[src/include/bsc_pkg.sv]
// What this block does
// - Latch update flag on live update rising
// - Latch error flag on each bit error while in sync
// - Latch count flag on nonzero bit rising
// - Latch sync flag on any sync change
// - Update flag plus enable requests interrupt
// - Error flag needs enable and port gate
// - Count flag needs enable and port gate
// - Sync flag needs enable and port gate
// - Twenty-four bit error counter
// - Error counter saturates at all ones
// - Error counter holds while out of sync
// - Error count split low word, high byte
// - Thirty-two bit received bit counter
// - Bit counter saturates at all ones
// - Bit counter holds while out of sync
// - Bit count split low then high word
// - Snapshot request copies counts to registers
// - Update live high when done, low on release
// - Nonzero live set by count, cleared on update
// - Sync lost live follows checker sync state
package bsc_pkg;
    // ------------------------------------------------------------
    // Register offsets
    // ------------------------------------------------------------
    localparam logic [7:0] OFS_STATUS       = 8'h6C;
    localparam logic [7:0] OFS_LATCHED      = 8'h6E;
    localparam logic [7:0] OFS_IRQ_ENABLE   = 8'h70;
    localparam logic [7:0] OFS_ERR_LOW      = 8'h74;
    localparam logic [7:0] OFS_ERR_HIGH     = 8'h76;
    localparam logic [7:0] OFS_BIT_LOW      = 8'h78;
    localparam logic [7:0] OFS_BIT_HIGH     = 8'h7A;
    // ------------------------------------------------------------
    // Field positions
    // ------------------------------------------------------------
    localparam int POS_SYNC   = 0;
    localparam int POS_COUNT  = 1;
    localparam int POS_ERROR  = 2;
    localparam int POS_UPDATE = 3;
    // ------------------------------------------------------------
    // Reset values and widths
    // ------------------------------------------------------------
    localparam logic [15:0] RST_REG16   = 16'h0000;
    localparam logic [3:0]  RST_FLAGS   = 4'h0;
    localparam int          ERR_WIDTH   = 24;
    localparam int          BIT_WIDTH   = 32;
endpackage

[src/rtl/bsc_bert_status.sv]
`timescale 1ns/1ps
module bsc_bert_status (
    input  wire logic        clk_i,
    input  wire logic        resetn_i,
    input  wire logic        rx_bit_valid_i,
    input  wire logic        rx_bit_error_i,
    input  wire logic        sync_lost_live_i,
    input  wire logic        counter_snapshot_request_i,
    input  wire logic        port_status_irq_gate_i,
    input  wire logic [7:0]  reg_addr_i,
    input  wire logic        reg_wr_i,
    input  wire logic [15:0] reg_wdata_i,
    output logic      [15:0] reg_rdata_o,
    output logic             irq_o,
    output logic             update_done_live_o
);
    // ------------------------------------------------------------
    // Counters
    // ------------------------------------------------------------
    logic [bsc_pkg::ERR_WIDTH-1:0] err_acc;
    logic [bsc_pkg::BIT_WIDTH-1:0] bit_acc;
    logic                          snap_req_reg;
    logic                          snap_pulse;
    logic                          err_event;
    logic                          counted_err;

    assign snap_pulse  = counter_snapshot_request_i && !snap_req_reg;
    // A bit in error, and the same bit once the checker is in sync
    assign err_event   = rx_bit_valid_i && rx_bit_error_i;
    assign counted_err = err_event && !sync_lost_live_i;

    bsc_sat_counter #(.WIDTH(bsc_pkg::ERR_WIDTH)) u_err_cnt (
        .clk_i     (clk_i),
        .resetn_i  (resetn_i),
        .inc_i     (err_event),
        .hold_i    (sync_lost_live_i),
        .restart_i (snap_pulse),
        .count_o   (err_acc)
    );

    bsc_sat_counter #(.WIDTH(bsc_pkg::BIT_WIDTH)) u_bit_cnt (
        .clk_i     (clk_i),
        .resetn_i  (resetn_i),
        .inc_i     (rx_bit_valid_i),
        .hold_i    (sync_lost_live_i),
        .restart_i (snap_pulse),
        .count_o   (bit_acc)
    );

    // ------------------------------------------------------------
    // Snapshot registers and live status
    // ------------------------------------------------------------
    logic [bsc_pkg::ERR_WIDTH-1:0] error_tally_reg;
    logic [bsc_pkg::BIT_WIDTH-1:0] received_bit_tally_reg;
    logic                          update_live_reg;
    logic                          nonzero_live_reg;
    logic                          sync_prev_reg;
    logic                          update_prev_reg;
    logic                          nonzero_prev_reg;

    always_ff @(posedge clk_i) begin
        if (!resetn_i) begin
            error_tally_reg        <= '0;
            received_bit_tally_reg <= '0;
        end else if (snap_pulse) begin
            error_tally_reg        <= err_acc;
            received_bit_tally_reg <= bit_acc;
        end
    end

    always_ff @(posedge clk_i) begin
        if (!resetn_i) begin
            snap_req_reg    <= 1'b0;
            update_live_reg <= 1'b0;
        end else begin
            snap_req_reg <= counter_snapshot_request_i;
            if (!counter_snapshot_request_i) begin
                update_live_reg <= 1'b0;
            end else if (snap_pulse) begin
                update_live_reg <= 1'b1;
            end
        end
    end

    // Nonzero set by each counted error, cleared by each snapshot, which wins over an error in the same cycle
    always_ff @(posedge clk_i) begin
        if (!resetn_i) begin
            nonzero_live_reg <= 1'b0;
        end else if (snap_pulse) begin
            nonzero_live_reg <= 1'b0;
        end else if (counted_err) begin
            nonzero_live_reg <= 1'b1;
        end
    end

    always_ff @(posedge clk_i) begin
        if (!resetn_i) begin
            sync_prev_reg    <= 1'b0;
            update_prev_reg  <= 1'b0;
            nonzero_prev_reg <= 1'b0;
        end else begin
            sync_prev_reg    <= sync_lost_live_i;
            update_prev_reg  <= update_live_reg;
            nonzero_prev_reg <= nonzero_live_reg;
        end
    end

    // ------------------------------------------------------------
    // Register write decode
    // ------------------------------------------------------------
    // True when a write strobe targets the given offset
    function automatic logic wr_hit(
        input logic       wr,
        input logic [7:0] addr,
        input logic [7:0] target
    );
        wr_hit = wr && (addr == target);
    endfunction

    logic wr_latched;
    logic wr_enable;

    assign wr_latched = wr_hit(reg_wr_i, reg_addr_i, bsc_pkg::OFS_LATCHED);
    assign wr_enable  = wr_hit(reg_wr_i, reg_addr_i, bsc_pkg::OFS_IRQ_ENABLE);

    // ------------------------------------------------------------
    // Sticky flags
    // ------------------------------------------------------------
    logic [3:0] sticky_reg;
    logic [3:0] sticky_set;
    logic [3:0] sticky_clr;
    logic [3:0] irq_en_reg;

    always_comb begin
        sticky_set = 4'h0;
        sticky_set[bsc_pkg::POS_UPDATE] =
            update_live_reg && !update_prev_reg;
        sticky_set[bsc_pkg::POS_ERROR] =
            counted_err;
        sticky_set[bsc_pkg::POS_COUNT] =
            nonzero_live_reg && !nonzero_prev_reg;
        sticky_set[bsc_pkg::POS_SYNC] =
            sync_lost_live_i != sync_prev_reg;
    end

    // Write one to clear; writes of zero leave a flag alone
    assign sticky_clr = wr_latched ? reg_wdata_i[3:0] : 4'h0;

    // One flag per bit; a set wins over a clear in the same cycle,
    // so an event that races the clear is never lost
    for (genvar i = 0; i < 4; i++) begin : g_sticky
        always_ff @(posedge clk_i) begin
            if (!resetn_i) begin
                sticky_reg[i] <= bsc_pkg::RST_FLAGS[i];
            end else if (sticky_set[i]) begin
                sticky_reg[i] <= 1'b1;
            end else if (sticky_clr[i]) begin
                sticky_reg[i] <= 1'b0;
            end
        end
    end

    always_ff @(posedge clk_i) begin
        if (!resetn_i) begin
            irq_en_reg <= bsc_pkg::RST_FLAGS;
        end else if (wr_enable) begin
            irq_en_reg <= reg_wdata_i[3:0];
        end
    end

    // ------------------------------------------------------------
    // Interrupt request
    // ------------------------------------------------------------
    logic [3:0] gate_mask;
    logic [3:0] irq_src;

    // Update flag bypasses the port gate; the other three need it
    always_comb begin
        gate_mask = {4{port_status_irq_gate_i}};
        gate_mask[bsc_pkg::POS_UPDATE] = 1'b1;
    end

    for (genvar i = 0; i < 4; i++) begin : g_irq_src
        assign irq_src[i] = sticky_reg[i] && irq_en_reg[i] &&
                            gate_mask[i];
    end

    always_ff @(posedge clk_i) begin
        if (!resetn_i) begin
            irq_o <= 1'b0;
        end else begin
            irq_o <= |irq_src;
        end
    end

    always_ff @(posedge clk_i) begin
        if (!resetn_i) begin
            update_done_live_o <= 1'b0;
        end else begin
            update_done_live_o <= update_live_reg;
        end
    end

    // ------------------------------------------------------------
    // Register read words
    // ------------------------------------------------------------
    logic [15:0] status_word;
    logic [15:0] latched_word;
    logic [15:0] enable_word;
    logic [15:0] err_low_word;
    logic [15:0] err_high_word;
    logic [15:0] bit_low_word;
    logic [15:0] bit_high_word;

    always_comb begin
        status_word = bsc_pkg::RST_REG16;
        status_word[bsc_pkg::POS_UPDATE] = update_live_reg;
        status_word[bsc_pkg::POS_COUNT]  = nonzero_live_reg;
        status_word[bsc_pkg::POS_SYNC]   = sync_lost_live_i;
    end

    // Unused upper bits of flag and enable words read zero
    always_comb begin
        latched_word      = bsc_pkg::RST_REG16;
        latched_word[3:0] = sticky_reg;
        enable_word       = bsc_pkg::RST_REG16;
        enable_word[3:0]  = irq_en_reg;
    end

    // Upper byte of the high error word always reads zero
    always_comb begin
        err_low_word       = error_tally_reg[15:0];
        err_high_word      = bsc_pkg::RST_REG16;
        err_high_word[7:0] = error_tally_reg[23:16];
    end

    // Both halves come from one snapshot, so read order is free
    always_comb begin
        bit_low_word  = received_bit_tally_reg[15:0];
        bit_high_word = received_bit_tally_reg[31:16];
    end

    // ------------------------------------------------------------
    // Register read mux
    // ------------------------------------------------------------
    logic [15:0] rdata;

    always_comb begin
        rdata = bsc_pkg::RST_REG16;
        unique case (reg_addr_i)
            bsc_pkg::OFS_STATUS:     rdata = status_word;
            bsc_pkg::OFS_LATCHED:    rdata = latched_word;
            bsc_pkg::OFS_IRQ_ENABLE: rdata = enable_word;
            bsc_pkg::OFS_ERR_LOW:    rdata = err_low_word;
            bsc_pkg::OFS_ERR_HIGH:   rdata = err_high_word;
            bsc_pkg::OFS_BIT_LOW:    rdata = bit_low_word;
            bsc_pkg::OFS_BIT_HIGH:   rdata = bit_high_word;
            default:                 rdata = bsc_pkg::RST_REG16;
        endcase
    end

    always_ff @(posedge clk_i) begin
        if (!resetn_i) begin
            reg_rdata_o <= bsc_pkg::RST_REG16;
        end else begin
            reg_rdata_o <= rdata;
        end
    end
endmodule

[src/rtl/bsc_sat_counter.sv]
`timescale 1ns/1ps
module bsc_sat_counter #(
    parameter int WIDTH = 24
) (
    input  wire logic             clk_i,
    input  wire logic             resetn_i,
    input  wire logic             inc_i,
    input  wire logic             hold_i,
    input  wire logic             restart_i,
    output logic [WIDTH-1:0]      count_o
);
    // ------------------------------------------------------------
    // Saturating accumulator; restart reloads with current event
    // ------------------------------------------------------------
    logic             step;
    logic [WIDTH-1:0] count_reg;

    assign step    = inc_i && !hold_i;
    assign count_o = count_reg;

    always_ff @(posedge clk_i) begin
        if (!resetn_i) begin
            count_reg <= '0;
        end else if (restart_i) begin
            count_reg <= {{(WIDTH-1){1'b0}}, step};
        end else if (step && !(&count_reg)) begin
            count_reg <= count_reg + 1'b1;
        end
    end
endmodule

[config.mk]
export PLATFORM = sky130hd
export DESIGN_NAME = bsc_bert_status
export DESIGN_NICKNAME = d
export VERILOG_FILES = /design/src/include/bsc_pkg.sv /design/src/rtl/bsc_bert_status.sv /design/src/rtl/bsc_sat_counter.sv
export SDC_FILE = /design/constraint.sdc
export NUM_CORES = 1
export LEC_CHECK = 0
export ABC_AREA = 1
export BUFFER_PORTS_ARGS = -buffer_cell sky130_fd_sc_hd__buf_4
export CAP_MARGIN = 10
export CORE_AREA = 2 2 156 158
export CTS_CLUSTER_DIAMETER = 200
export DETAILED_ROUTE_END_ITERATION = 16
export DIE_AREA = 0 0 158 160
export PLACE_DENSITY = 0.43
export SETUP_SLACK_MARGIN = 0.3
export SYNTH_ARGS = -nofsm -noshare
export SYNTH_HDL_FRONTEND = slang
export SYNTH_SLANG_ARGS = --single-unit
[constraint.sdc]
create_clock -name clk_i -period 5.2 [get_ports clk_i]
set_input_delay 0.26 -clock clk_i [delete_from_list [all_inputs] [get_ports clk_i]]
set_output_delay 0.26 -clock clk_i [all_outputs]
set_load 0.005 [all_outputs]
## After elaboration in Yosys (flattened, before gate mapping)

Index checks and enable logic that the tools add are counted.

- Word-level logic and storage cells: 78
- Output and inout port bits: 18
- Input bits: 32
- Bits in registers: 143

- Mux-type cells: 14
- Eq/ne operators: 8
- Reduce and logical (&&, ||, !) cells: 34
- Bitwise logic cells: 1
- Add/sub/neg operators: 2

Operator list:

| cell | count |
|---|---|
| one-hot mux 16 bit (7 select lines) | 1 |
| == test 8 x 7 -> 1 bit (second input constant) | 7 |
| adder 32 x 1 -> 32 bit (second input constant) | 1 |
| AND reduction 32 bit | 1 |
| adder 24 x 1 -> 24 bit (second input constant) | 1 |
| AND reduction 24 bit | 1 |
| logical AND 1 bit | 17 |
| two-way mux 1 bit | 12 |
| nonzero test 2 bit | 6 |
| logical NOT 1 bit | 6 |
| two-way mux 4 bit | 1 |
| OR reduction 4 bit | 1 |
| AND reduction 2 bit | 1 |
| OR reduction 2 bit | 1 |
| != test 1 bit | 1 |
| inverter 1 bit | 1 |

## Logic depth before layout (Yosys ltp)

- Depth in word-level cells: 5
- Gate-level depth with buffers: 11
- Depth with buffers taken out: 11

## Modules after synthesis

A second synthesis with hierarchy kept.

- Cell total of the unflattened synthesis: 1076
- Area total of the unflattened synthesis: 7258.2 sq um

Modules (own cells, without submodules):

| module | times used | seq. area each (sq um) | cells each | area an instance (sq um) |
|---|---|---|---|---|
| bsc_bert_status | 1 | 1741.7 | 489 | 3618.5 |
| bsc_sat_counter at u_bit_cnt | 1 | 640.6 | 355 | 2132.0 |
| bsc_sat_counter at u_err_cnt | 1 | 480.5 | 232 | 1507.7 |

## Worst setup path before layout

OpenSTA, ideal clock, no wires.

- Kind: flip-flop to flip-flop
- Start point: register u_bit_cnt.count_reg[0] (netlist: u_bit_cnt.count_o[0])
- End point: register u_bit_cnt.count_reg[21] (netlist: u_bit_cnt.count_o[21])
- Setup slack: 3564 ps
- Cell stages (with the launch flop): 10
- Data required time: 5085 ps
- Clock period less this slack: 1636 ps
- Path buffers: 1
- Setup time: 115 ps
- Data arrival time: 1521 ps
- Cells stage by stage: dfxtp_1 -> ha_1 -> inv_1 -> nor2_4 -> nand2_4 -> o21ai_1 -> nand2_2 -> buf_2 -> a21oi_1 -> nor2_1

- Longest elaborated chain between the ends: 3
- Elaborated cells between the ends (all ways): 4
- Classes of those cells: add/sub: 1; reduce/logical: 3

RTL lines:

| what | RTL line | source |
|---|---|---|
| start: declaration | bsc_sat_counter.sv:16 | `logic [WIDTH-1:0] count_reg;` |
| start signal: assignment | bsc_sat_counter.sv:25 | `count_reg <= {{(WIDTH-1){1'b0}}, step};` |
| start signal: assignment | bsc_sat_counter.sv:27 | `count_reg <= count_reg + 1'b1;` |
| parallel branches: the longest is 3 deep, another holds adder 32 x 1 -> 32 bit | -- |  |

Parallel ways; which one is timed is not known.
A chain may end at the register's enable or synchronous reset.

## Final worst setup path

- Start point: register snap_req_reg
- End point: register u_bit_cnt.count_reg[17] (netlist: u_bit_cnt.count_o[17])

- Longest elaborated chain between the ends: 3

RTL lines:

| what | RTL line | source |
|---|---|---|
| start: declaration | bsc_bert_status.sv:22 | `logic snap_req_reg;` |
| start signal: assignment | bsc_bert_status.sv:76 | `snap_req_reg <= counter_snapshot_request_i;` |
| logical NOT 1 bit | bsc_bert_status.sv:27 | `assign snap_pulse = counter_snapshot_request_i && !snap_req_reg;` |
| logical AND 1 bit | bsc_bert_status.sv:27 |  |
| OR reduction 2 bit (no source line) | -- |  |

Every way passes these cells.

==> impl_results.md <==
- Status: finished, final reports clean
- Critical path class: register to register
- Count of final max-slew check failures: 0
- Reg2reg end: u_bit_cnt.count_o[17]
- Avg WL per Cell: 14.4 um
- Layout cells sized above 1: 12.2%
- Nets: 1,092
- Via count: 6,358
- Startpoint types: register
- Commonest non-fill, non-tap cell in the layout: nand2_1
- Clock skew: 0.0104 ns
- Library cells used by synthesis: 35
- Post-synth EDFFs: 0
- CTS resizes: 0
- Vias in the first global route: 6,048
- Hold Path Class: primary input to register
- Yosys reg bits: 143
- H-tree Lvls: 4
- Top FF cell, synth: dfxtp_1
- Fin crit share: 46.4%
- R2R cell count: 7
- CTS tree: yes
- Max-cap check violation count: 0
- Initial drt markers: 431
- GPL Wtd Cong: 0.787
- Synth-to-Final Area Change: 17.1%
- Final HPWL from detailed placement: 14.6 mm
- TritonRoute pass-1 iters: 5
- Initial antenna violation count: 0
- Syn_nets: 1,064
- Row count: 57
- # hold bufs at CTS: 0
- Worst Hold Endpoint: snap_req_reg
- Non-Filler Instances: 1,394
- Total gr overflow: 0
- Worst slew pin tran: 1.09 ns
- Pwr Density: 319 mW/mm2
- Initial core utilization: 29.4%
- Ports: 50
- Data required time of the worst path: 5.50 ns
- Drt drc: 0
- YS warnings: 0
- Setup tns final: 0 ns
- Unrepaired setup endpoints after global routing: false
- Synth async-reset ratio: 0%
- Clk buf depth: 2
- Core area: 0.0238 mm2
- Worst setup EP type: register
- First-pass GRT wire length: 32.8 mm
- CP max-delay cell: inv_2
- Final min period: 2.41 ns
- Cell repeated most along the worst path: buf_4
- Pleak: 0.00317 uW
- Syn Std Cell Area: 0.00700 mm2
- Via-to-Cell Ratio: 4.56
- Min Hold Slack: 0.0514 ns
- Pin count of the biggest net entering global routing: 69
- Fillers: 2,643
- Clk root buf: clkbuf_16
- Chip width: 158 um
- Clock sinks: 143
- Clk_lat worst skew: 0.43 ns
- Post-DRT Antenna Nets: 0
- Worst-path clk slew: 0.06 ns
- Drt total wl: 20.1 mm
- Global Route Usage Sum: 16.8%
- CTS Buf Count: 17
- Number of I/O port buffers: 37
- Die Y-Extent: 160 um
- WHS Path Cells: 3
- Mapped Cells: 1,030
- Max_slew headroom: 26.7%
- Final setup viols: 0
- Synthesized area per cell: 6.79 um2
- Most frequent cells in the layout: 260 x nand2_1, 185 x nor2_1, 143 x dfxtp_1, 88 x inv_1, 72 x o21ai_0
- Final hold vios: 0
- Area after DPL: 0.00756 mm2
- Largest stage delay, worst path: 0.46 ns
- Diode count: 0
- Setup Buffers After CTS: 0
- Crit-path cells: nor2_4 -> buf_4 -> nor2_1 -> buf_4 -> inv_2 -> buf_4 -> nor2_1
- Critical-path maximum fanout: 31
- Maximum VDD drop: 0.192 mV
- Fmax: 0.414 GHz
- Placed insts: 1,363
- Reg2reg start: snap_req_reg
- Layout Cell Area excl Fill: 0.00820 mm2
- Hold Crit Start: counter_snapshot_request_i
- R2R setup slack: 2.79 ns
- Sequential share of the synthesized area: 40.9%
- Critical Path AT: 2.72 ns
- DIE AREA: 0.0253 mm2
logic make-up (layout without fill, tap and decap cells):
group                      Yosys count  in the layout  synth area share, %
xor gates and xnor gates            23             23                 2.88
and+or+nand+nor                    572            572                 35.4
adders and majority gates            2              2                0.358
AOI/OAI and AO/OA                  165            165                 13.1
buffers and inverters              125            165                 7.37
DFF                                143            143                 40.9
metal layers:
metal | vias up | GRT usage, % | routed length, um
li1 | 3357 | - | -
met1 | 2891 | 23.9 | 10500
met2 | 97 | 25.6 | 8620
met3 | 13 | 3.36 | 673
met4 | 0 | 4.67 | 268
met5 | - | 0 | 0
cell type report:
class                           count  area, um2  area share, %
Clock inverter                     10        159           1.94
Multi-Input combinational cell    762       3620           44.2
Sequential cell                   143       2860           34.9
Inverter                           91        342           4.17
Timing Repair Buffer               43        323           3.94
Tap cell                          324        405           4.95
Clock buffer                       21        480           5.86
worst max-delay path by stage:
stage | from | endpoint | slack [ns] | depth (start not counted)
after floorplan | u_bit_cnt.count_o[0] | u_bit_cnt.count_o[21] | 3.56 | 9
after global placement | counter_snapshot_request_i | u_bit_cnt.count_o[19] | 2.66 | 9
after detailed placement | counter_snapshot_request_i | u_bit_cnt.count_o[20] | 2.68 | 9
after CTS | snap_req_reg | u_bit_cnt.count_o[17] | 2.72 | 7
after global routing | snap_req_reg | received_bit_tally_reg[25] | 2.58 | 6
final | snap_req_reg | u_bit_cnt.count_o[17] | 2.79 | 7
worst max-delay path: cells and delay by family (launching register included):
| kind | cells | cell delay [ns] |
|---|---|---|
| buf+inv | 4 | 1.44 |
| flops | 1 | 0.33 |
| simple gates | 3 | 0.49 |
power by group:
group | internal, uW | switching [uW] | leakage (uW)
clock network | 850 | 485 | 0.000311
logic | 40.9 | 94.1 | 0.00170
registers | 1130 | 18.2 | 0.00116
total | 2020 | 597 | 0.00317
synth_stat cells, types with 2 or more instances:
| library cell | instances | share of area (%) |
|---|---|---|
| buf_6 | 3 | 0.48 |
| ha_1 | 2 | 0.36 |
| nand3_1 | 65 | 4.6 |
| nand3b_1 | 2 | 0.21 |
| buf_1 | 3 | 0.16 |
| and3_1 | 2 | 0.18 |
| nand4_1 | 18 | 1.6 |
| dfxtp_1 | 143 | 41 |
| a21oi_1 | 65 | 4.6 |
| nand2_1 | 260 | 14 |
| nor3_1 | 6 | 0.43 |
| nor2_1 | 185 | 9.9 |
| nor2_8 | 2 | 0.57 |
| nand2_4 | 4 | 0.64 |
| xor2_1 | 12 | 1.5 |
| nand2_2 | 9 | 0.80 |
| nor2_4 | 4 | 0.64 |
| o21ai_0 | 73 | 5.2 |
| nand2_8 | 2 | 0.57 |
| xnor2_1 | 11 | 1.4 |
| inv_1 | 88 | 4.7 |
| a21oi_2 | 21 | 2.6 |
| o21ai_1 | 2 | 0.14 |
| clkbuf_1 | 21 | 1.1 |
| buf_2 | 6 | 0.43 |
| nor2_2 | 11 | 0.98 |
| inv_2 | 2 | 0.11 |
per-stage QoR:
stage                     power, uW  utilization [%]  setup WS (ns)
final                          2620             34.4           2.79
after global routing           2720             34.4           2.58
after CTS                      2650             34.4           2.72
after detailed placement       1310             31.7           2.68
after global placement         1310             31.7           2.66
after floorplan                1260                -           3.56
Note: power is estimated with default switching activity, not from simulation.
